`config.mk`:
```
export PLATFORM = sky130hd
export DESIGN_NAME = daalm_top
export DESIGN_NICKNAME = d
export VERILOG_FILES = /design/src/daalm_pkg.sv /design/src/daalm_sticky.sv /design/src/daalm_top.sv
export SDC_FILE = /design/constraint.sdc
export NUM_CORES = 1
export LEC_CHECK = 0
export BUFFER_PORTS_ARGS = -buffer_cell sky130_fd_sc_hd__buf_2
export CAP_MARGIN = 0
export CORE_MARGIN = 3
export CORE_UTILIZATION = 55
export CTS_CLUSTER_DIAMETER = 30
export DETAILED_ROUTE_END_ITERATION = 12
export GPL_TIMING_DRIVEN = 0
export PLACE_DENSITY = 0.94
export SETUP_SLACK_MARGIN = 0.5
export SYNTH_ARGS = -nofsm -noshare
export SYNTH_HDL_FRONTEND = slang
export SYNTH_SLANG_ARGS = --single-unit
export TNS_END_PERCENT = 1
```
`constraint.sdc`:
```
create_clock -name clk -period 4.1 [get_ports clk]
set_clock_uncertainty 0.15 [all_clocks]
set_input_delay 1.23 -clock clk [delete_from_list [all_inputs] [get_ports clk]]
set_output_delay 1.23 -clock clk [all_outputs]
set_load 0.02 [all_outputs]
```
`src/daalm_pkg.sv`:
```
// Register map, field layout, reset values and timing for the link and loop monitor
package daalm_pkg;

  // Register indices; byte address is four times the index
  localparam logic [5:0] IDX_IRQ_MASK    = 6'h03;
  localparam logic [5:0] IDX_IRQ_FLAGS   = 6'h04;
  localparam logic [5:0] IDX_HOOK_CTRL   = 6'h05;
  localparam logic [5:0] IDX_POWER_CTRL  = 6'h06;
  localparam logic [5:0] IDX_RATE_CTRL   = 6'h07;
  localparam logic [5:0] IDX_LINK_STATUS = 6'h0C;
  localparam logic [5:0] IDX_MON_RX_LVL  = 6'h14;
  localparam logic [5:0] IDX_MON_TX_LVL  = 6'h15;
  localparam int         APB_AW          = 8;

  // Interrupt flag positions (flags and mask share the layout)
  localparam int IRQ_RING_POS     = 0;
  localparam int IRQ_DROPOUT_POS  = 3;
  localparam int IRQ_OVERLOAD_POS = 5;
  localparam int IRQ_READY_POS    = 6;

  // Hook control fields
  localparam int HOOK_OFFHOOK_POS = 0;
  localparam int HOOK_ACTIVE_POS  = 1;
  localparam int HOOK_RING_POS    = 2;
  localparam int HOOK_CID_EN_POS  = 3;
  localparam int HOOK_CID_POS     = 4;

  // Power and status fields
  localparam int PWR_LINE_PDN_POS = 4;
  localparam int STAT_READY_POS   = 6;
  localparam int LOOP_W           = 5;
  localparam int RATE_W           = 4;

  // Reset values
  localparam logic [7:0] POWER_RESET = 8'h10;
  localparam logic [7:0] RATE_RESET  = 8'h00;
  localparam logic [7:0] MON_RESET   = 8'h00;
  localparam logic [7:0] MASK_RESET  = 8'h00;

  // Loop current codes: 3.3 mA per step
  localparam logic [4:0] LOOP_MAX_CODE = 5'h1F;
  localparam logic [4:0] LOOP_LOW_TOP  = 5'h03;

  // Link word layout from the line side
  localparam int RXS_RING_POS    = 5;
  localparam int RXS_DROPOUT_POS = 6;
  localparam int RXS_CID_POS     = 7;

  // Timing
  localparam int CLK_MHZ            = 40;
  localparam int OFFHOOK_LATENCY_US = 250;
  localparam int OFFHOOK_CYCLES     = OFFHOOK_LATENCY_US * CLK_MHZ;
  localparam int FRAME_LOCK_CYCLES  = 64;

endpackage

```
`src/daalm_sticky.sv`:
```
// Sticky event flags with set priority over clear
`timescale 1ns/1ps
module daalm_sticky #(
  parameter int W = 8
) (
  input  wire logic         clk,
  input  wire logic         resetn,
  input  wire logic [W-1:0] set_vec,
  input  wire logic [W-1:0] clr_vec,
  output logic      [W-1:0] flag_reg
);

  // Set wins when set and clear meet in one cycle
  always_ff @(posedge clk) begin
    if (!resetn) begin
      flag_reg <= '0;
    end else begin
      flag_reg <= (flag_reg & ~clr_vec) | set_vec;
    end
  end

endmodule // daalm_sticky

```
`src/daalm_top.sv`:
```
// System-side link bring-up, barrier traffic and loop current monitor
//
// Operation
// [RQ1] Software first picks the converter sample rate in the low four bits of register 7.
// [RQ2] Software then powers the line side up by clearing bit 4 of register 6.
// [RQ3] Software sets the receive and transmit monitor levels in registers 20 and 21.
// [RQ4] Software moves no sample data before it has seen the ready flag in register 12.
// [RQ5] After reset the barrier link is off and the line power-down bit reads one.
// [RQ6] No traffic crosses the barrier until power-down is clear and the ready flag is high.
// [RQ7] Transmit, receive, control, ring and caller ID data all share the one barrier link.
// [RQ8] After bring-up, off-hook commands are taken and on-hook ring monitoring works.
// [RQ9] While off-hook the five-bit loop current code sits in the low bits of register 12.
// [RQ10] Software may read a marked drop in loop current as a parallel handset going off-hook.
// [RQ11] On an all-zero loop code software checks the dropout flag, bit 3 of register 4.
// [RQ12] Each loop code step stands for 3.3 mA; below the operating minimum it is undefined.
// [RQ13] Code 11111 means excess current, 00000 to 00011 too little, the rest normal.
// [RQ14] The overload flag is raised when the loop code reaches its top value.
// [RQ15] Every register is eight bits wide and unassigned bits read as zero; the interrupt mask in register 3 reads back all eight bits as written.
//
// Register access over APB is this design's own decision.
`timescale 1ns/1ps
module daalm_top
  import daalm_pkg::*;
#(
  parameter int OFFHOOK_DELAY = OFFHOOK_CYCLES,
  parameter int LOCK_DELAY    = FRAME_LOCK_CYCLES
) (
  input  wire logic              clk,
  input  wire logic              resetn,
  // APB slave
  input  wire logic              psel,
  input  wire logic              penable,
  input  wire logic              pwrite,
  input  wire logic [APB_AW-1:0] paddr,
  input  wire logic [31:0]       pwdata,
  output logic      [31:0]       prdata,
  output logic                   pready,
  output logic                   pslverr,
  output logic                   irq,
  // Barrier link
  input  wire logic              link_frame_lock,
  input  wire logic              link_rx_valid,
  input  wire logic [15:0]       link_rx_sample,
  input  wire logic [7:0]        link_rx_status,
  output logic                   link_enable,
  output logic                   link_tx_valid,
  output logic      [15:0]       link_tx_sample,
  output logic      [7:0]        link_tx_ctrl,
  // User sample side
  input  wire logic [15:0]       tx_sample,
  input  wire logic              tx_sample_valid,
  output logic                   tx_sample_ready,
  output logic      [15:0]       rx_sample,
  output logic                   rx_sample_valid,
  output logic      [7:0]        monitor_rx_level,
  output logic      [7:0]        monitor_tx_level,
  output logic      [3:0]        sample_rate_select
);

  localparam int OH_CW = $clog2(OFFHOOK_DELAY + 1);
  localparam int LK_CW = $clog2(LOCK_DELAY + 1);

  // Register state
  logic [7:0]       power_control_reg;
  logic [7:0]       rate_control_reg;
  logic [7:0]       mon_rx_reg;
  logic [7:0]       mon_tx_reg;
  logic [7:0]       irq_mask_reg;
  logic             offhook_cmd_reg;
  logic             cid_enable_reg;
  logic [7:0]       irq_flags;
  logic [7:0]       irq_set;
  logic [7:0]       irq_clr;

  // Link state
  logic             ready_reg;
  logic [LK_CW-1:0] lock_cnt_reg;
  logic [OH_CW-1:0] oh_cnt_reg;
  logic             offhook_active_reg;
  logic [4:0]       loop_level_reg;
  logic             ring_reg;
  logic             cid_reg;
  logic             dropout_prev_reg;
  logic             ring_prev_reg;
  logic             ready_prev_reg;
  logic             tx_pending_reg;
  logic [15:0]      tx_hold_reg;

  // Bus decode
  logic             access;
  logic             done;
  logic [5:0]       word_idx;
  logic             mapped;
  logic [7:0]       rd_byte;
  logic             line_pdn;
  logic             traffic_ok;

  assign access     = psel && penable;
  assign done       = access && pready;
  assign word_idx   = paddr[7:2];
  assign line_pdn   = power_control_reg[PWR_LINE_PDN_POS];
  assign traffic_ok = !line_pdn && ready_reg; // [RQ6]

  // Address map check
  always_comb begin
    unique case (word_idx)
      IDX_IRQ_MASK, IDX_IRQ_FLAGS, IDX_HOOK_CTRL, IDX_POWER_CTRL,
      IDX_RATE_CTRL, IDX_LINK_STATUS, IDX_MON_RX_LVL, IDX_MON_TX_LVL: mapped = 1'b1;
      default: mapped = 1'b0;
    endcase
  end

  // Read mux, unassigned bits zero except in the interrupt mask, which reads back all eight bits
  always_comb begin
    rd_byte = 8'h00; // [RQ15]
    unique case (word_idx)
      IDX_IRQ_MASK:    rd_byte = irq_mask_reg;
      IDX_IRQ_FLAGS:   rd_byte = irq_flags; // [RQ11]
      IDX_HOOK_CTRL: begin
        rd_byte[HOOK_OFFHOOK_POS] = offhook_cmd_reg;
        rd_byte[HOOK_ACTIVE_POS]  = offhook_active_reg;
        rd_byte[HOOK_RING_POS]    = ring_reg;
        rd_byte[HOOK_CID_EN_POS]  = cid_enable_reg;
        rd_byte[HOOK_CID_POS]     = cid_reg;
      end
      IDX_POWER_CTRL:  rd_byte = power_control_reg & POWER_RESET;
      IDX_RATE_CTRL:   rd_byte = {4'h0, rate_control_reg[RATE_W-1:0]};
      IDX_LINK_STATUS: begin
        rd_byte[LOOP_W-1:0]     = loop_level_reg; // [RQ9]
        rd_byte[STAT_READY_POS] = ready_reg; // [RQ4]
      end
      IDX_MON_RX_LVL:  rd_byte = mon_rx_reg;
      IDX_MON_TX_LVL:  rd_byte = mon_tx_reg;
      default:         rd_byte = 8'h00;
    endcase
  end

  // APB answer: one wait state, data and error registered
  always_ff @(posedge clk) begin
    if (!resetn) begin
      pready  <= 1'b0;
      prdata  <= 32'h0000_0000;
      pslverr <= 1'b0;
    end else if (access && !pready) begin
      pready  <= 1'b1;
      prdata  <= (!pwrite && mapped) ? {24'h00_0000, rd_byte} : 32'h0000_0000;
      pslverr <= !mapped;
    end else begin
      pready  <= 1'b0;
      prdata  <= 32'h0000_0000;
      pslverr <= 1'b0;
    end
  end

  // Power and rate registers; link starts powered down
  always_ff @(posedge clk) begin
    if (!resetn) begin
      power_control_reg <= POWER_RESET; // [RQ5]
      rate_control_reg  <= RATE_RESET;
    end else if (done && pwrite) begin
      if (word_idx == IDX_POWER_CTRL) begin
        power_control_reg <= pwdata[7:0] & POWER_RESET; // [RQ2]
      end
      if (word_idx == IDX_RATE_CTRL) begin
        rate_control_reg <= {4'h0, pwdata[RATE_W-1:0]}; // [RQ1]
      end
    end
  end

  // Monitor levels and interrupt mask
  always_ff @(posedge clk) begin
    if (!resetn) begin
      mon_rx_reg   <= MON_RESET;
      mon_tx_reg   <= MON_RESET;
      irq_mask_reg <= MASK_RESET;
    end else if (done && pwrite) begin
      if (word_idx == IDX_MON_RX_LVL) begin
        mon_rx_reg <= pwdata[7:0]; // [RQ3]
      end
      if (word_idx == IDX_MON_TX_LVL) begin
        mon_tx_reg <= pwdata[7:0]; // [RQ3]
      end
      if (word_idx == IDX_IRQ_MASK) begin
        irq_mask_reg <= pwdata[7:0];
      end
    end
  end

  // Hook control; off-hook only taken once the link is up
  always_ff @(posedge clk) begin
    if (!resetn) begin
      offhook_cmd_reg <= 1'b0;
      cid_enable_reg  <= 1'b0;
    end else if (!traffic_ok) begin
      offhook_cmd_reg <= 1'b0;
    end else if (done && pwrite && word_idx == IDX_HOOK_CTRL) begin
      offhook_cmd_reg <= pwdata[HOOK_OFFHOOK_POS]; // [RQ8]
      cid_enable_reg  <= pwdata[HOOK_CID_EN_POS];
    end
  end

  // Frame lock must hold for a while before the ready flag rises
  always_ff @(posedge clk) begin
    if (!resetn) begin
      lock_cnt_reg <= '0;
      ready_reg    <= 1'b0;
    end else if (line_pdn || !link_frame_lock) begin
      lock_cnt_reg <= '0;
      ready_reg    <= 1'b0; // [RQ6]
    end else if (lock_cnt_reg == LK_CW'(LOCK_DELAY)) begin
      ready_reg    <= 1'b1;
    end else begin
      lock_cnt_reg <= lock_cnt_reg + 1'b1;
    end
  end

  // Off-hook takes effect on the line after the barrier latency
  always_ff @(posedge clk) begin
    if (!resetn) begin
      oh_cnt_reg         <= '0;
      offhook_active_reg <= 1'b0;
    end else if (!offhook_cmd_reg) begin
      oh_cnt_reg         <= '0;
      offhook_active_reg <= 1'b0;
    end else if (oh_cnt_reg == OH_CW'(OFFHOOK_DELAY)) begin
      offhook_active_reg <= 1'b1; // [RQ8]
    end else begin
      oh_cnt_reg <= oh_cnt_reg + 1'b1;
    end
  end

  // Line status from the barrier: loop code only while off-hook
  always_ff @(posedge clk) begin
    if (!resetn) begin
      loop_level_reg <= 5'h00;
      ring_reg       <= 1'b0;
      cid_reg        <= 1'b0;
    end else if (!traffic_ok) begin
      loop_level_reg <= 5'h00;
      ring_reg       <= 1'b0;
      cid_reg        <= 1'b0;
    end else if (link_rx_valid) begin
      // Code passed through as measured, 3.3 mA per step
      loop_level_reg <= offhook_active_reg ? link_rx_status[LOOP_W-1:0] : 5'h00; // [RQ9] [RQ12]
      ring_reg       <= !offhook_active_reg && link_rx_status[RXS_RING_POS]; // [RQ8] [RQ7]
      cid_reg        <= cid_enable_reg && link_rx_status[RXS_CID_POS]; // [RQ7]
    end
  end

  // Edge history for event detection
  always_ff @(posedge clk) begin
    if (!resetn) begin
      dropout_prev_reg <= 1'b0;
      ring_prev_reg    <= 1'b0;
      ready_prev_reg   <= 1'b0;
    end else begin
      // Dropout history follows the line status frame to frame, not the frame pulse
      if (!traffic_ok) begin
        dropout_prev_reg <= 1'b0;
      end else if (link_rx_valid) begin
        dropout_prev_reg <= offhook_active_reg && link_rx_status[RXS_DROPOUT_POS];
      end
      ring_prev_reg    <= ring_reg;
      ready_prev_reg   <= ready_reg;
    end
  end

  // Interrupt events and read-to-clear
  always_comb begin
    irq_set = 8'h00;
    irq_set[IRQ_RING_POS]     = ring_reg && !ring_prev_reg;
    irq_set[IRQ_DROPOUT_POS]  = traffic_ok && link_rx_valid && offhook_active_reg
                                && link_rx_status[RXS_DROPOUT_POS]
                                && !dropout_prev_reg; // [RQ11]
    irq_set[IRQ_OVERLOAD_POS] = offhook_active_reg
                                && loop_level_reg == LOOP_MAX_CODE; // [RQ14] [RQ13]
    irq_set[IRQ_READY_POS]    = ready_reg && !ready_prev_reg;
    irq_clr = (done && !pwrite && word_idx == IDX_IRQ_FLAGS) ? 8'hFF : 8'h00;
  end

  daalm_sticky #(
    .W (8)
  ) u_irq_flags (
    .clk      (clk),
    .resetn   (resetn),
    .set_vec  (irq_set),
    .clr_vec  (irq_clr),
    .flag_reg (irq_flags)
  );

  // Level interrupt from unmasked flags
  always_ff @(posedge clk) begin
    if (!resetn) begin
      irq <= 1'b0;
    end else begin
      irq <= |(((irq_flags & ~irq_clr) | irq_set) & irq_mask_reg); // Set beats clear
    end
  end

  // Transmit holding word; stalls until the next link frame
  always_ff @(posedge clk) begin
    if (!resetn) begin
      tx_pending_reg <= 1'b0;
      tx_hold_reg    <= 16'h0000;
    end else if (!traffic_ok) begin
      tx_pending_reg <= 1'b0; // [RQ6]
    end else if (tx_sample_valid && tx_sample_ready) begin
      tx_pending_reg <= 1'b1;
      tx_hold_reg    <= tx_sample;
    end else if (link_rx_valid) begin
      tx_pending_reg <= 1'b0;
    end
  end

  // Ready to take a sample only when the holding word is free
  always_ff @(posedge clk) begin
    if (!resetn) begin
      tx_sample_ready <= 1'b0;
    end else begin
      tx_sample_ready <= traffic_ok && !(tx_pending_reg && !link_rx_valid)
                         && !(tx_sample_valid && tx_sample_ready); // [RQ6]
    end
  end

  // One link word per line-side frame: sample plus control
  always_ff @(posedge clk) begin
    if (!resetn) begin
      link_tx_valid  <= 1'b0;
      link_tx_sample <= 16'h0000;
      link_tx_ctrl   <= 8'h00;
    end else begin
      link_tx_valid  <= traffic_ok && link_rx_valid; // [RQ6]
      link_tx_sample <= (traffic_ok && tx_pending_reg) ? tx_hold_reg : 16'h0000; // [RQ7]
      link_tx_ctrl   <= traffic_ok ? {2'b00, cid_enable_reg, rate_control_reg[RATE_W-1:0],
                                      offhook_cmd_reg} : 8'h00; // [RQ7]
    end
  end

  // Received samples to the user side
  always_ff @(posedge clk) begin
    if (!resetn) begin
      rx_sample       <= 16'h0000;
      rx_sample_valid <= 1'b0;
    end else begin
      rx_sample_valid <= traffic_ok && link_rx_valid; // [RQ6] [RQ7]
      if (traffic_ok && link_rx_valid) begin
        rx_sample <= link_rx_sample;
      end
    end
  end

  // Configuration outputs toward the converter and monitor
  always_ff @(posedge clk) begin
    if (!resetn) begin
      link_enable        <= 1'b0;
      monitor_rx_level   <= MON_RESET;
      monitor_tx_level   <= MON_RESET;
      sample_rate_select <= 4'h0;
    end else begin
      link_enable        <= !line_pdn; // [RQ5] [RQ2]
      monitor_rx_level   <= mon_rx_reg;
      monitor_tx_level   <= mon_tx_reg;
      sample_rate_select <= rate_control_reg[RATE_W-1:0];
    end
  end

endmodule // daalm_top

```
Yosys cells after proc, flatten, opt, wreduce, memory -nomap -nowiden

Memory sizes are Yosys's and may differ from the RTL's.
Cells that the tools add are included.

Register bits: 187
Bits in read-only memories: 32
Bits of input ports: 88
Logic and storage cells: 116
Memories kept: 1

Memories:

| name             | depth | width | rd ports | clocked after memory_dff | write ports | RTL line         | text |
|---|---|---|---|---|---|---|---|
| (name not given) | 32    | 1     | 1        | 0                        | 0           | daalm_top.sv:106 | `unique case (word_idx)` |

$add $sub $neg: 2
Eq/ne operators: 11
Mux-type cells: 10
Bitwise gates (word level): 5
Reduce and logical (&&, ||, !) cells: 52

Operator list:

| operator                | count |
|---|---|
| $pmux W5 S8             | 1 |
| $eq A6 B3 Y1 const B    | 4 |
| $logic_and A1 B1 Y1     | 24 |
| $reduce_and A2 Y1       | 11 |
| $and A8 B8 Y8           | 2 |
| $add A14 B1 Y14 const B | 1 |
| $eq A14 B14 Y1 const B  | 1 |
| $eq A6 B5 Y1 const B    | 2 |
| $logic_not A1 Y1        | 12 |
| $mux W8                 | 1 |
| $not A8 Y8              | 1 |
| $or A8 B7 Y8            | 1 |
| $pmux W1 S4             | 2 |
| $reduce_or A8 Y1        | 1 |
| $add A7 B1 Y7 const B   | 1 |
| $eq A7 B7 Y1 const B    | 1 |
| $eq A6 B2 Y1 const B    | 1 |
| $eq A6 B4 Y1 const B    | 1 |
| $eq A5 B5 Y1 const B    | 1 |
| $mux W5                 | 1 |
| $pmux W1 S5             | 1 |
| $mux W1                 | 4 |
| $reduce_and A3 Y1       | 1 |
| $reduce_bool A2 Y1      | 1 |
| other kinds (3)         | 3 |

Depth between registers and ports, before layout

Gate-level depths: netlist (run 1).

Word-level depth: 10
Mapped depth: 7

By module

From an unflattened synthesis (run 1), not the netlist that was laid out.

Cells, all modules: 675
Area, all modules: 6457.4 µm²

Modules (own cells, without submodules):

| module       | times used | cells each | area an instance (µm²) | seq. area each (µm²) |
|---|---|---|---|---|
| daalm_top    | 1          | 650        | 6119.6                 | 3062.9 |
| daalm_sticky | 1          | 25         | 337.8                  | 160.2 |

Worst setup path after synthesis (run 1)

No wires, ideal clock.

Path type: input port to flip-flop
From: in paddr[5]
To: reg irq
Library setup time: 0.122 ns
Data arrival time: 2.447 ns
Slack: 1.381 ns
Cell stages on the path: 5
Path through: buf_6 nor4b_4 nand3_2 a32o_1 a221o_1

Longest elaborated chain between the ends: 8

Ends and longest elaborated chain:

| element              | RTL line         | text |
|---|---|---|
| from (decl)          | daalm_top.sv:34  | `input wire logic [APB_AW-1:0] paddr,` |
| $eq A6 B3 Y1         | daalm_top.sv:278 | `irq_clr = (done && !pwrite && word_idx == IDX_IRQ_FLAGS) ? 8'hFF : 8'h00;` |
| $logic_and A1 B1 Y1  | daalm_top.sv:278 |  |
| $mux W8              | daalm_top.sv:278 |  |
| $not A8 Y8           | daalm_top.sv:296 | `irq <= \|(((irq_flags & ~irq_clr) \| irq_set) & irq_mask_reg);` |
| $and A8 B8 Y8        | daalm_top.sv:296 |  |
| $or A8 B7 Y8         | daalm_top.sv:296 |  |
| $and A8 B8 Y8        | daalm_top.sv:296 |  |
| $reduce_or A8 Y1     | daalm_top.sv:296 |  |
| to (signal assigned) | daalm_top.sv:296 |  |
| to (decl)            | daalm_top.sv:39  | `output logic irq,` |

Every way passes these cells.
A chain may end at the register's enable or synchronous reset.

Worst setup path in the final report (run 1)

From: in paddr[7]
To: reg prdata[4]

Longest elaborated chain between the ends: 3
Elaborated cells between the ends (all ways): 12
Those cells by class: 8 x eq/ne; 2 x mux; 2 x reduce/logical

Ends and longest elaborated chain:

| element                                             | RTL line         | text |
|---|---|---|
| branches (longest 3 deep; another with $pmux W5 S8) | -                |  |
| to (signal assigned)                                | daalm_top.sv:146 | `prdata <= (!pwrite && mapped) ? {24'h00_0000, rd_byte} : 32'h0000_0000;` |
| to (decl)                                           | daalm_top.sv:36  | `output logic [31:0] prdata,` |

Parallel ways; which one is timed is not known.

==> metrics.md, run 1 <==
| Metric | Value |
|---|---|
| EDFF count, synth | `0` |
| Most common cell after layout, fill and taps aside | `dfxtp_1` |
| Total CTS buffers | `17` |
| Max Clock Freq | `384 MHz` |
| Port Buffers | `132` |
| Routed vias/inst | `5.44` |
| Unrepaired setup endpoints after global routing | `no` |
| Worst Hold Depth | `2` |
| Fillcell total | `721` |
| WL/cell | `about 15 um` |
| Max Used Layer | `met4` |
| Reg2reg end | `tx_hold_reg[13]` |
| Peak supply drop | `0.000440 V` |
| CP Cell Sequence | `buf_2 > nand4bb_1 > nor3b_2 > buf_2 > a22oi_1 > a31oi_1` |
| Area growth from synthesis to layout | `24.9%` |
| Most common cell on crit path | `buf_2` |
| Reg2Reg Depth | `5` |
| Via count | `5451` |
| Hold Path Origin | `rx_sample[15]` |
| Status | `finished clean` |
| GR Util All Layers | `24.9%` |
| Remaining Overflow, GRT | `0` |
| Number of max-slew violations in the final report | `0` |
| Hold_buf cts | `0` |
| Crit Path Class | `in2reg` |
| Worst endpoint data arrival time | `2890 ps` |
| Post-DRT Antenna Nets | `0` |
| H-tree level count | `4` |
| IO Count | `187` |
| Actual slew at the worst max-slew pin | `756 ps` |
| Post-route DRC | `0` |
| Asr flop ratio synth | `0%` |
| Root Driver | `clkbuf_8` |
| Cts repair resizes | `0` |
| Die Span Y | `111 um` |
| Hold endpoint | `rx_sample[15]` |
| CTS tree | `yes` |
| Nets | `~950` |
| WL met1 | `5940 um` |
| Slew HR | `between 40% and 50%` |
| Post-route setup TNS | `0 ps` |
| Setup violators final | `0` |
| Pin count of the biggest net entering global routing | `17` |
| Hold crit path type | `reg2reg` |
| Post-Syn Area | `6050 um2` |
| Syn Inst Count | `678` |
| # Post-CTS Setup Buffers | `0` |
| Initial antenna violation count | `0` |
| Met3 wire length | `1470 um` |
| Final min period | `2600 ps` |
| FP Rows | `37` |
| Yosys cell types | `46` |
| Detailed-router iteration count before antenna repair | `6` |
| HPWL after detailed placement | `10800 um` |
| Req. time, crit path | `4390 ps` |
| Worst-skew pair later-pin latency | `530 ps` |
| Initial Util | `57.6%` |
| Max Cap Violations | `0` |
| Core Box Area | `10500 um2` |
| Worst-path fanout max | `10` |
| Slowest CP cell | `nor3b_2` |
| Register area | `3220 um2` |
| Critical Path Max Stage Delay | `540 ps` |
| Clock Sinks | `161` |
| Layout cells sized above 1 | `23.2%` |
| Crit path launch type | `primary input` |
| Final GP Congestion | `between 0.8 and 0.9` |
| Final Hold Fails | `0` |
| Crit. End Element | `register` |
| Syn avg cell area | `8.93 um2` |
| PD cells | `428 nW/um2` |
| CTS Buffer Depth | `2` |
| Leak Pwr | `3.17 nW` |
| Die width | `111 um` |
| FF+latch count, synth | `161` |
| Yosys warning total | `0` |
| Die Area | `12300 um2` |
| Worst-path clk slew | `70 ps` |
| Iteration-0 DRC Markers | `545` |
| Drt total wl | `about 15000 um` |
| Most frequent cells in the layout | `161 x dfxtp_1, 138 x buf_2, 116 x nand2_1` |
| Final period util | `63.5%` |
| Number of global-route vias before repair | `5276` |
| R2R Setup Slk | `2020 ps` |
| ANT cells | `0` |
| Fin Hold WS | `just over 300 ps` |
| Multi-input combinational cell area | `2540 um2` |
| Reg2reg start | `ready_reg` |
| Post-synthesis sequential area ratio | `53.2%` |
| First-pass GRT wire length | `about 25000 um` |
| WL met2 | `7520 um` |
| Ys flop type | `dfxtp_1` |
==> routing by layer <==
layer,up-vias,global-route usage (%)
met5,-,0
met4,0,8.70
met3,41,8.68
met2,281,42.4
met1,2507,29.1
li1,2622,-
==> power by group <==
part           internal (W)  switching (W)
logic             0.0000498      0.0000765
registers           0.00156    0.000000402
clock network      0.000928       0.000619
total               0.00254       0.000696
==> synthesized netlist by cell type, types with 15 or more instances <==
library cell / number / area, um2
dfxtp_1: 161 / 3220
nand2_1: 116 / 435
a21oi_1: 81 / 405
nand3_1: 49 / 245
nor2_1: 32 / 120
and2_1: 28 / 175
buf_4: 27 / 203
clkbuf_1: 27 / 101
and3_1: 26 / 163
a22oi_1: 15 / 113
==> worst max path at each step <==
stage	from	end	slack, ps	cells after the start
6_report	paddr[7]	prdata[4]	1500	6
5_1_grt	paddr[7]	prdata[4]	1440	6
4_1_cts	paddr[7]	prdata[4]	1580	6
3_5_place_dp	paddr[7]	prdata[4]	1060	6
3_3_place_gp	paddr[7]	prdata[4]	1070	6
2_1_floorplan	paddr[5]	irq	1380	5
==> critical path: cells and delay by family <==
family / cells / cell delay, ps
AO/OA/AOI/OAI: 2 / 370
AND/OR/NAND/NOR: 2 / 810
buffers and inverters: 2 / 470
==> stage by stage <==
step	total power, W	cells	utilization [%]	instance area [um2]	setup slack (ps)
finish	0.00324	1002	71.9	7560	1500
global route	0.00334	1002	71.9	7560	1440
CTS	0.00325	1002	71.9	7560	1580
detailed placement	0.00172	971	66.4	6980	1060
global placement	0.00172	971	66.4	6980	1070
floorplan	0.00167	703	-	6150	1380
==> cells by family after synthesis <==
| kind of cell | after synthesis | share of synthesized area (%) |
|---|---|---|
| multiplexers | 4 | 0.661 |
| adder cells (fa/ha/maj) | 4 | 0.827 |
| AND/OR/NAND/NOR | 300 | 25.1 |
| other | 1 | 0.0619 |
| flip-flops | 161 | 53.2 |
| buffers and inverters | 72 | 6.39 |
| AO/OA/AOI/OAI | 121 | 11.6 |
| XOR/XNOR | 15 | 2.17 |
==> final cells by class <==
class / instances / share of cell area (%)
multi-input cells: 470 / 33.6
plain buffers: 62 / 4.62
repair buffers: 132 / 8.74
clock inverters: 12 / 2.12
well taps: 136 / 2.25
inverters: 10 / 0.497
clock buffers: 19 / 5.58
flip-flops and latches: 161 / 42.6
Power figures use the tool's default switching activity.
==> run 2: changes to the inputs <==
- ABC_AREA: default -> 1
- CORE_UTILIZATION: 55 -> 46
- PLACE_DENSITY: 0.94 -> 0.85
- clock period: 4.1 -> 2.35 ns (I/O delays scaled with it)
==> metrics.md, run 2 <==
| Metric | Value |
|---|---|
| Number of max-slew violations in the final report | `0 (unchanged)` |
| Most common cell after layout, fill and taps aside | `dfxtp_1 (unchanged)` |
| Iteration-0 DRC Markers | `414 (was 545)` |
| Setup WS post-layout | `469 ps (was 1500 ps)` |
| Clock Sinks | `161 (unchanged)` |
| Worst endpoint data arrival time | `1030 ps (was 2890 ps)` |
| Detailed-router iteration count before antenna repair | `5 (was 6)` |
| Req. time, crit path | `1490 ps (was 4390 ps)` |
| Die width | `122 um (was 111 um)` |
| Remaining Overflow, GRT | `0 (unchanged)` |
| Initial Util | `47.9% (was 57.6%)` |
| CP bufs+invs | `1 (was 2)` |
| FP Rows | `41 (was 37)` |
| GR Util All Layers | `20.5% (was 24.9%)` |
| Fillcell total | `1149 (was 721)` |
| Syn Inst Count | `793 (was 678)` |
| Most instantiated cells after synthesis | `161 x dfxtp_1, 140 x nor2_1, 125 x nand2_1, 100 x inv_1, 71 x o21ai_0 (was 161 x dfxtp_1, 116 x nand2_1, 81 x a21oi_1, 49 x nand3_1, 32 x nor2_1)` |
| Syn avg cell area | `7.75 um2 (was 8.93 um2)` |
| Critical Path Max Stage Delay | `420 ps (was 540 ps)` |
| Multi-input combinational cell area | `2340 um2 (was 2540 um2)` |
| Crit Path Class | `reg2out (was in2reg)` |
| Drt total wl | `15200 um (was 15300 um)` |
| IO Count | `187 (unchanged)` |
| Yosys warning total | `0 (unchanged)` |
| Final core occ | `60.1% (was 71.9%)` |
| First-pass GRT wire length | `24100 um (was 25200 um)` |
| Count leader, synth | `dfxtp_1 (unchanged)` |
| Die Area | `14800 um2 (was 12300 um2)` |
| Peak supply drop | `0.000415 V (was 0.000440 V)` |
| CP Cell Sequence | `buf_4 (was buf_2 > nand4bb_1 > nor3b_2 > buf_2 > a22oi_1 > a31oi_1)` |
| Slew HR | `49.9% (was 49.2%)` |
| FF+latch count, synth | `161 (unchanged)` |
| Routed vias/inst | `4.83 (was 5.44)` |
| Unrepaired setup endpoints after global routing | `yes (was no)` |
| Port Buffers | `134 (was 132)` |
| Register area | `3220 um2 (about the same)` |
| Worst-path fanout max | `4 (was 10)` |
| Number of global-route vias before repair | `5120 (was 5276)` |
| Final GP Congestion | `0.929 (was 0.882)` |
| Reg2reg start | `power_control_reg[4] (was ready_reg)` |
| Post-Syn Area | `6140 um2 (was 6050 um2)` |
| Via count | `5584 (was 5451)` |
| Final period util | `80.0%` |
| Area growth from synthesis to layout | `25.5% (was 24.9%)` |
| Max Clock Freq | `532 MHz` |
| CTS Buffer Depth | `2 (unchanged)` |
| Actual slew at the worst max-slew pin | `744 ps (was 756 ps)` |
| Placed cells | `1124 (was 971)` |
| Finished Layout Cells | `1157 (was 1002)` |
| Crit. End Element | `output port (was register)` |
| R2R Setup Slk | `580 ps (was 2020 ps)` |
| Share of the synthesized area in the top cell type | `52.5% (was 53.2%)` |
| H-tree level count | `4 (unchanged)` |
| Post-route setup TNS | `0 ps (unchanged)` |
| Worst-skew pair later-pin latency | `420 ps (was 530 ps)` |
| Asr flop ratio synth | `0% (unchanged)` |
| Hold_buf cts | `0 (unchanged)` |
| ANT cells | `0 (unchanged)` |
| Core Box Area | `12800 um2 (was 10500 um2)` |
| Crit path launch type | `register (was primary input)` |
| Slowest CP cell | `dfxtp_1 (was nor3b_2)` |
| Root Driver | `clkbuf_16 (was clkbuf_8)` |
| Largest area contributor in the synthesized netlist | `dfxtp_1 (unchanged)` |
| WL/cell | `13.1 um (was 15.3 um)` |
| Pin count of the biggest net entering global routing | `17 (unchanged)` |
| Total CTS buffers | `17 (unchanged)` |
| Post-DRT Antenna Nets | `0 (unchanged)` |
| Ys flop type | `dfxtp_1 (unchanged)` |
| Hold crit path type | `reg2reg (unchanged)` |
| Final min period | `1880 ps` |
| HPWL after detailed placement | `11400 um (was 10800 um)` |
| Setup violators final | `0 (unchanged)` |
| Worst-path clk slew | `60 ps (was 70 ps)` |
| EDFF count, synth | `0 (unchanged)` |
| Fin Hold WS | `285 ps (was 302 ps)` |
| Initial antenna violation count | `0 (unchanged)` |
| Die Span Y | `122 um (was 111 um)` |
| Top delay family on crit path | `flip-flops (was simple AND/OR/NAND/NOR gates)` |
| Status | `finished clean (unchanged)` |
| Setup WS pre-CTS | `87.3 ps (was 1060 ps)` |
| Post-route DRC | `0 (unchanged)` |
| PD cells | `721 nW/um2 (was 428 nW/um2)` |
| Nets | `1064 (was 946)` |
| Most frequent cells in the layout | `160 x dfxtp_1, 140 x nor2_1, 135 x buf_2 (was 161 x dfxtp_1, 138 x buf_2, 116 x nand2_1)` |
| Largest cells by area after synthesis | `dfxtp_1 52%, nor2_1 8.6%, nand2_1 7.6%, inv_1 6.1%, o21ai_0 5.8% (was dfxtp_1 53%, nand2_1 7.2%, a21oi_1 6.7%, nand3_1 4.1%, buf_4 3.3%)` |
| CP Launch Point | `pready (was paddr[7])` |
| Post-synthesis sequential area ratio | `52.5% (was 53.2%)` |
| Layout cells sized above 1 | `22.5% (was 23.2%)` |
| Hold Path Origin | `mon_tx_reg[0] (was rx_sample[15])` |
| CTS tree | `yes (unchanged)` |
| Max Cap Violations | `0 (unchanged)` |
| Leak Pwr | `3.56 nW (was 3.17 nW)` |
| Final Hold Fails | `0 (unchanged)` |
| Yosys cell types | `37 (was 46)` |
[run 2: cell count changes in the layout (fill, tap and decap cells not counted), sizes merged, moves of 11 or more]
| cell | delta |
|---|---|
| inv | +95 |
| clkbuf | -11 |
| and2 | -28 |
| a21oi | -21 |
| nand3 | -25 |
| nor2 | +114 |
| nand2 | +14 |
| a22oi | -14 |
| o21ai | +64 |
| and3 | -26 |
[run 2: per-stage QoR]
step,total power [W],area [um2]
floorplan,0.00292,6240
CTS,0.00559,7710
global route,0.00573,7710
global placement,0.00301,7120
finish,0.00556,7710
detailed placement,0.00301,7120
[run 2: cell type report]
class                   instances  share of cell area, %
well taps                     172                   2.79
inverters                     107                   5.24
repair buffers                135                   8.91
plain buffers                  44                   3.52
clock inverters                11                   1.36
multi-input cells             506                   30.4
clock buffers                  21                   5.97
flip-flops and latches        161                   41.8
[run 2: timing repair]
action / CTS / global route
setup buffers: 1 / 0
gates resized for setup: 4 / 1
pin swaps: 1 / 0
setup endpoints to repair: 3 / 39
[run 2: tightest hold or removal path, stage by stage, from the launching register on]
cell     delay [ps]
dfxtp_1         320
nand2_1          50
inv_1            30
[run 2: kinds of logic after synthesis]
logic type / count (synthesis) / synth area share (%)
XOR/XNOR: 2 / 0.285
buffers and inverters: 151 / 11.0
AO/OA/AOI/OAI: 151 / 13.0
AND/OR/NAND/NOR: 323 / 22.4
flip-flops: 161 / 52.5
other: 1 / 0.0610
adder cells (fa/ha/maj): 4 / 0.815
[run 2: final timing paths]
kind / end / depth (start not counted)
worst max-delay path: pready / 1
worst min-delay path: monitor_tx_level[0] / 2
worst max register to register: rx_sample[4] / 7
worst min register to register: monitor_tx_level[0] / 2
[run 2: per-layer routing]
metal  part of all wire (%)  track usage (%)  vias to the layer above  routed length (um)
li1                       -                -                     2828                   -
met4                    2.7             8.19                        0                 404
met5                      0                0                        -                   0
met1                     42             25.8                     2475                6380
met3                    8.8             5.71                       35                1340
met2                     46             33.6                      246                7060
[run 2: power breakdown]
part | total, W | switching, W | internal [W]
combinational | 0.000227 | 0.000142 | 0.0000849
clock | 0.00260 | 0.00109 | 0.00152
sequential | 0.00273 | 0.00000166 | 0.00273
total | 0.00556 | 0.00123 | 0.00433
==> run 3: changes to the inputs <==
- clock period: 2.35 -> 1.64 ns (I/O delays scaled with it)
==> metrics.md, run 3 (same netlist as run 2, synthesis figures left out) <==
| Metric | Value |
|---|---|
| Crit. End Element | `register (was output port)` |
| Crit path launch type | `primary input (was register)` |
| Post-route DRC | `0 (unchanged)` |
| Detailed-router iteration count before antenna repair | `5 (unchanged)` |
| Number of max-slew violations in the final report | `0 (unchanged)` |
| Core Box Area | `12800 um2 (unchanged)` |
| First-pass GRT wire length | `25000 um (was 24100 um)` |
| Unrepaired setup endpoints after global routing | `yes (unchanged)` |
| Total CTS buffers | `17 (unchanged)` |
| Nets | `1071 (was 1064)` |
| CTS Buffer Depth | `2 (unchanged)` |
| Initial Util | `47.9% (unchanged)` |
| Final min period | `~1700 ps` |
| GR Util All Layers | `21.4% (was 20.5%)` |
| ANT cells | `0 (unchanged)` |
| Setup WS post-layout | `-42.4 ps (was 469 ps)` |
| Worst endpoint data arrival time | `1850 ps (was 1030 ps)` |
| Tot Pwr | `0.00864 W (was 0.00556 W)` |
| Max Cap Violations | `0 (unchanged)` |
| Drt total wl | `19700 um (was 15200 um)` |
| Die Area | `14800 um2 (unchanged)` |
| Max Clock Freq | `594 MHz` |
| Hold_buf cts | `0 (unchanged)` |
| Number of global-route vias before repair | `5459 (was 5120)` |
| HPWL after detailed placement | `11300 um (was 11400 um)` |
| Req. time, crit path | `1810 ps (was 1490 ps)` |
| Final core occ | `72.4% (was 60.1%)` |
| Post-DRT Antenna Nets | `0 (unchanged)` |
| Slew HR | `62.7% (was 49.9%)` |
| Setup WS pre-CTS | `-392 ps (was 87.3 ps)` |
| H-tree level count | `4 (unchanged)` |
| WL/cell | `16.9 um (was 13.1 um)` |
| Die Span Y | `122 um (unchanged)` |
| Final GP Congestion | `0.967 (was 0.929)` |
| CTS tree | `yes (unchanged)` |
| Pin count of the biggest net entering global routing | `17 (unchanged)` |
| Initial antenna violation count | `0 (unchanged)` |
| Post-route setup TNS | `-82.7 ps (was 0 ps)` |
| Remaining Overflow, GRT | `0 (unchanged)` |
| Iteration-0 DRC Markers | `588 (was 414)` |
| Layout cells sized above 1 | `47.7% (was 22.5%)` |
| Routed vias/inst | `5.34 (was 4.83)` |
| Failing checks | `negative setup slack` |
| Most frequent cells in the layout | `107 x nand2_1, 95 x nor2_1, 82 x inv_1, 82 x buf_6, 80 x dfxtp_1 (was 160 x dfxtp_1, 140 x nor2_1, 135 x buf_2)` |
| Status | `complete, but fails checks (was finished clean)` |
| Die width | `122 um (unchanged)` |
| PD cells | `932 nW/um2 (was 721 nW/um2)` |
| Worst-path clk slew | `60 ps (about the same)` |
| Worst-path fanout max | `9 (was 4)` |
| Area growth from synthesis to layout | `51.1% (was 25.5%)` |
| Final period util | `103%` |
| Peak supply drop | `0.000554 V (was 0.000415 V)` |
| Clock Sinks | `161 (unchanged)` |
| Most common cell after layout, fill and taps aside | `nand2_1 (was dfxtp_1)` |
| Setup violators final | `3 (was 0)` |
| Crit Path Class | `in2reg (was reg2out)` |
| FP Rows | `41 (unchanged)` |
| Final Cell Area | `9280 um2 (was 7710 um2)` |
| Via count | `6210 (was 5584)` |
| Hold crit path type | `in2reg (was reg2reg)` |
| Root Driver | `clkbuf_16 (unchanged)` |
| Port Buffers | `134 (unchanged)` |
| IO Count | `187 (unchanged)` |
| Final Hold Fails | `0 (unchanged)` |
| Worst-skew pair later-pin latency | `430 ps (was 420 ps)` |
| Actual slew at the worst max-slew pin | `559 ps (was 744 ps)` |
| Leak Pwr | `3.89 nW (was 3.56 nW)` |
| Placed Area | `7130 um2 (was 7120 um2)` |
==> run 3: cell count changes in the layout (fill, tap and decap cells not counted), sizes merged <==
cell,previous run,this run
clkinv,7,10
buf,165,177
inv,106,103
clkinvlp,4,1
clkbuf,35,30
bufinv,1,4
==> run 3: layout make-up <==
cell class / count / area [um2]
Timing Repair Buffer: 142 / 1230
Fill cell: 838 / 3540
Clock inverter: 11 / 176
Clock buffer: 21 / 460
Tap cell: 172 / 215
Inverter: 107 / 449
Sequential cell: 161 / 3340
Multi-Input combinational cell: 506 / 3040
Buffer: 44 / 370
==> run 3: stage by stage <==
stage               hold slack (ps)  instances
floorplan                       257        818
global placement                266       1124
detailed placement              268       1124
CTS                             126       1156
global route                    118       1164
finish                          119       1164
==> run 3: routing by layer <==
metal | track usage [%] | vias up | wire length, um
met5 | 0 | - | 0
li1 | - | 2850 | -
met1 | 25.6 | 2829 | 7160
met3 | 6.41 | 119 | 1920
met2 | 34.9 | 412 | 9560
met4 | 11.4 | 0 | 1040
==> run 3: worst paths after layout <==
check	endpoint	depth (start not counted)	slack (ps)	from
max reg2reg	rx_sample[4]	7	60	power_control_reg[4]
min reg2reg	link_tx_sample[13]	2	270	tx_hold_reg[13]
min	rx_sample[13]	3	120	link_rx_sample[13]
max	mon_rx_reg[4]	9	-40	paddr[5]
==> run 3: worst max-delay path: stages <==
cell     delay [ps]
buf_8           110
inv_4            60
nand2_4          40
nor2_4          250
nand2_4         120
nor2_4          290
nand2_4         150
o21ai_0         250
nor2_1           80
==> run 3: where the power goes <==
| group | internal [W] | switching (W) |
|---|---|---|
| Sequential | 0.00390 | 0.00000329 |
| Combinational | 0.000151 | 0.000262 |
| Clock | 0.00265 | 0.00168 |
| Total | 0.00670 | 0.00195 |
==> run 3: timing repair <==
action                                  4_1_cts  5_1_grt
endpoints found under the setup margin      220      226
cloned                                        0        0
resized for setup                            11      548
buffers inserted                              0        8
pin swaps                                     0      148
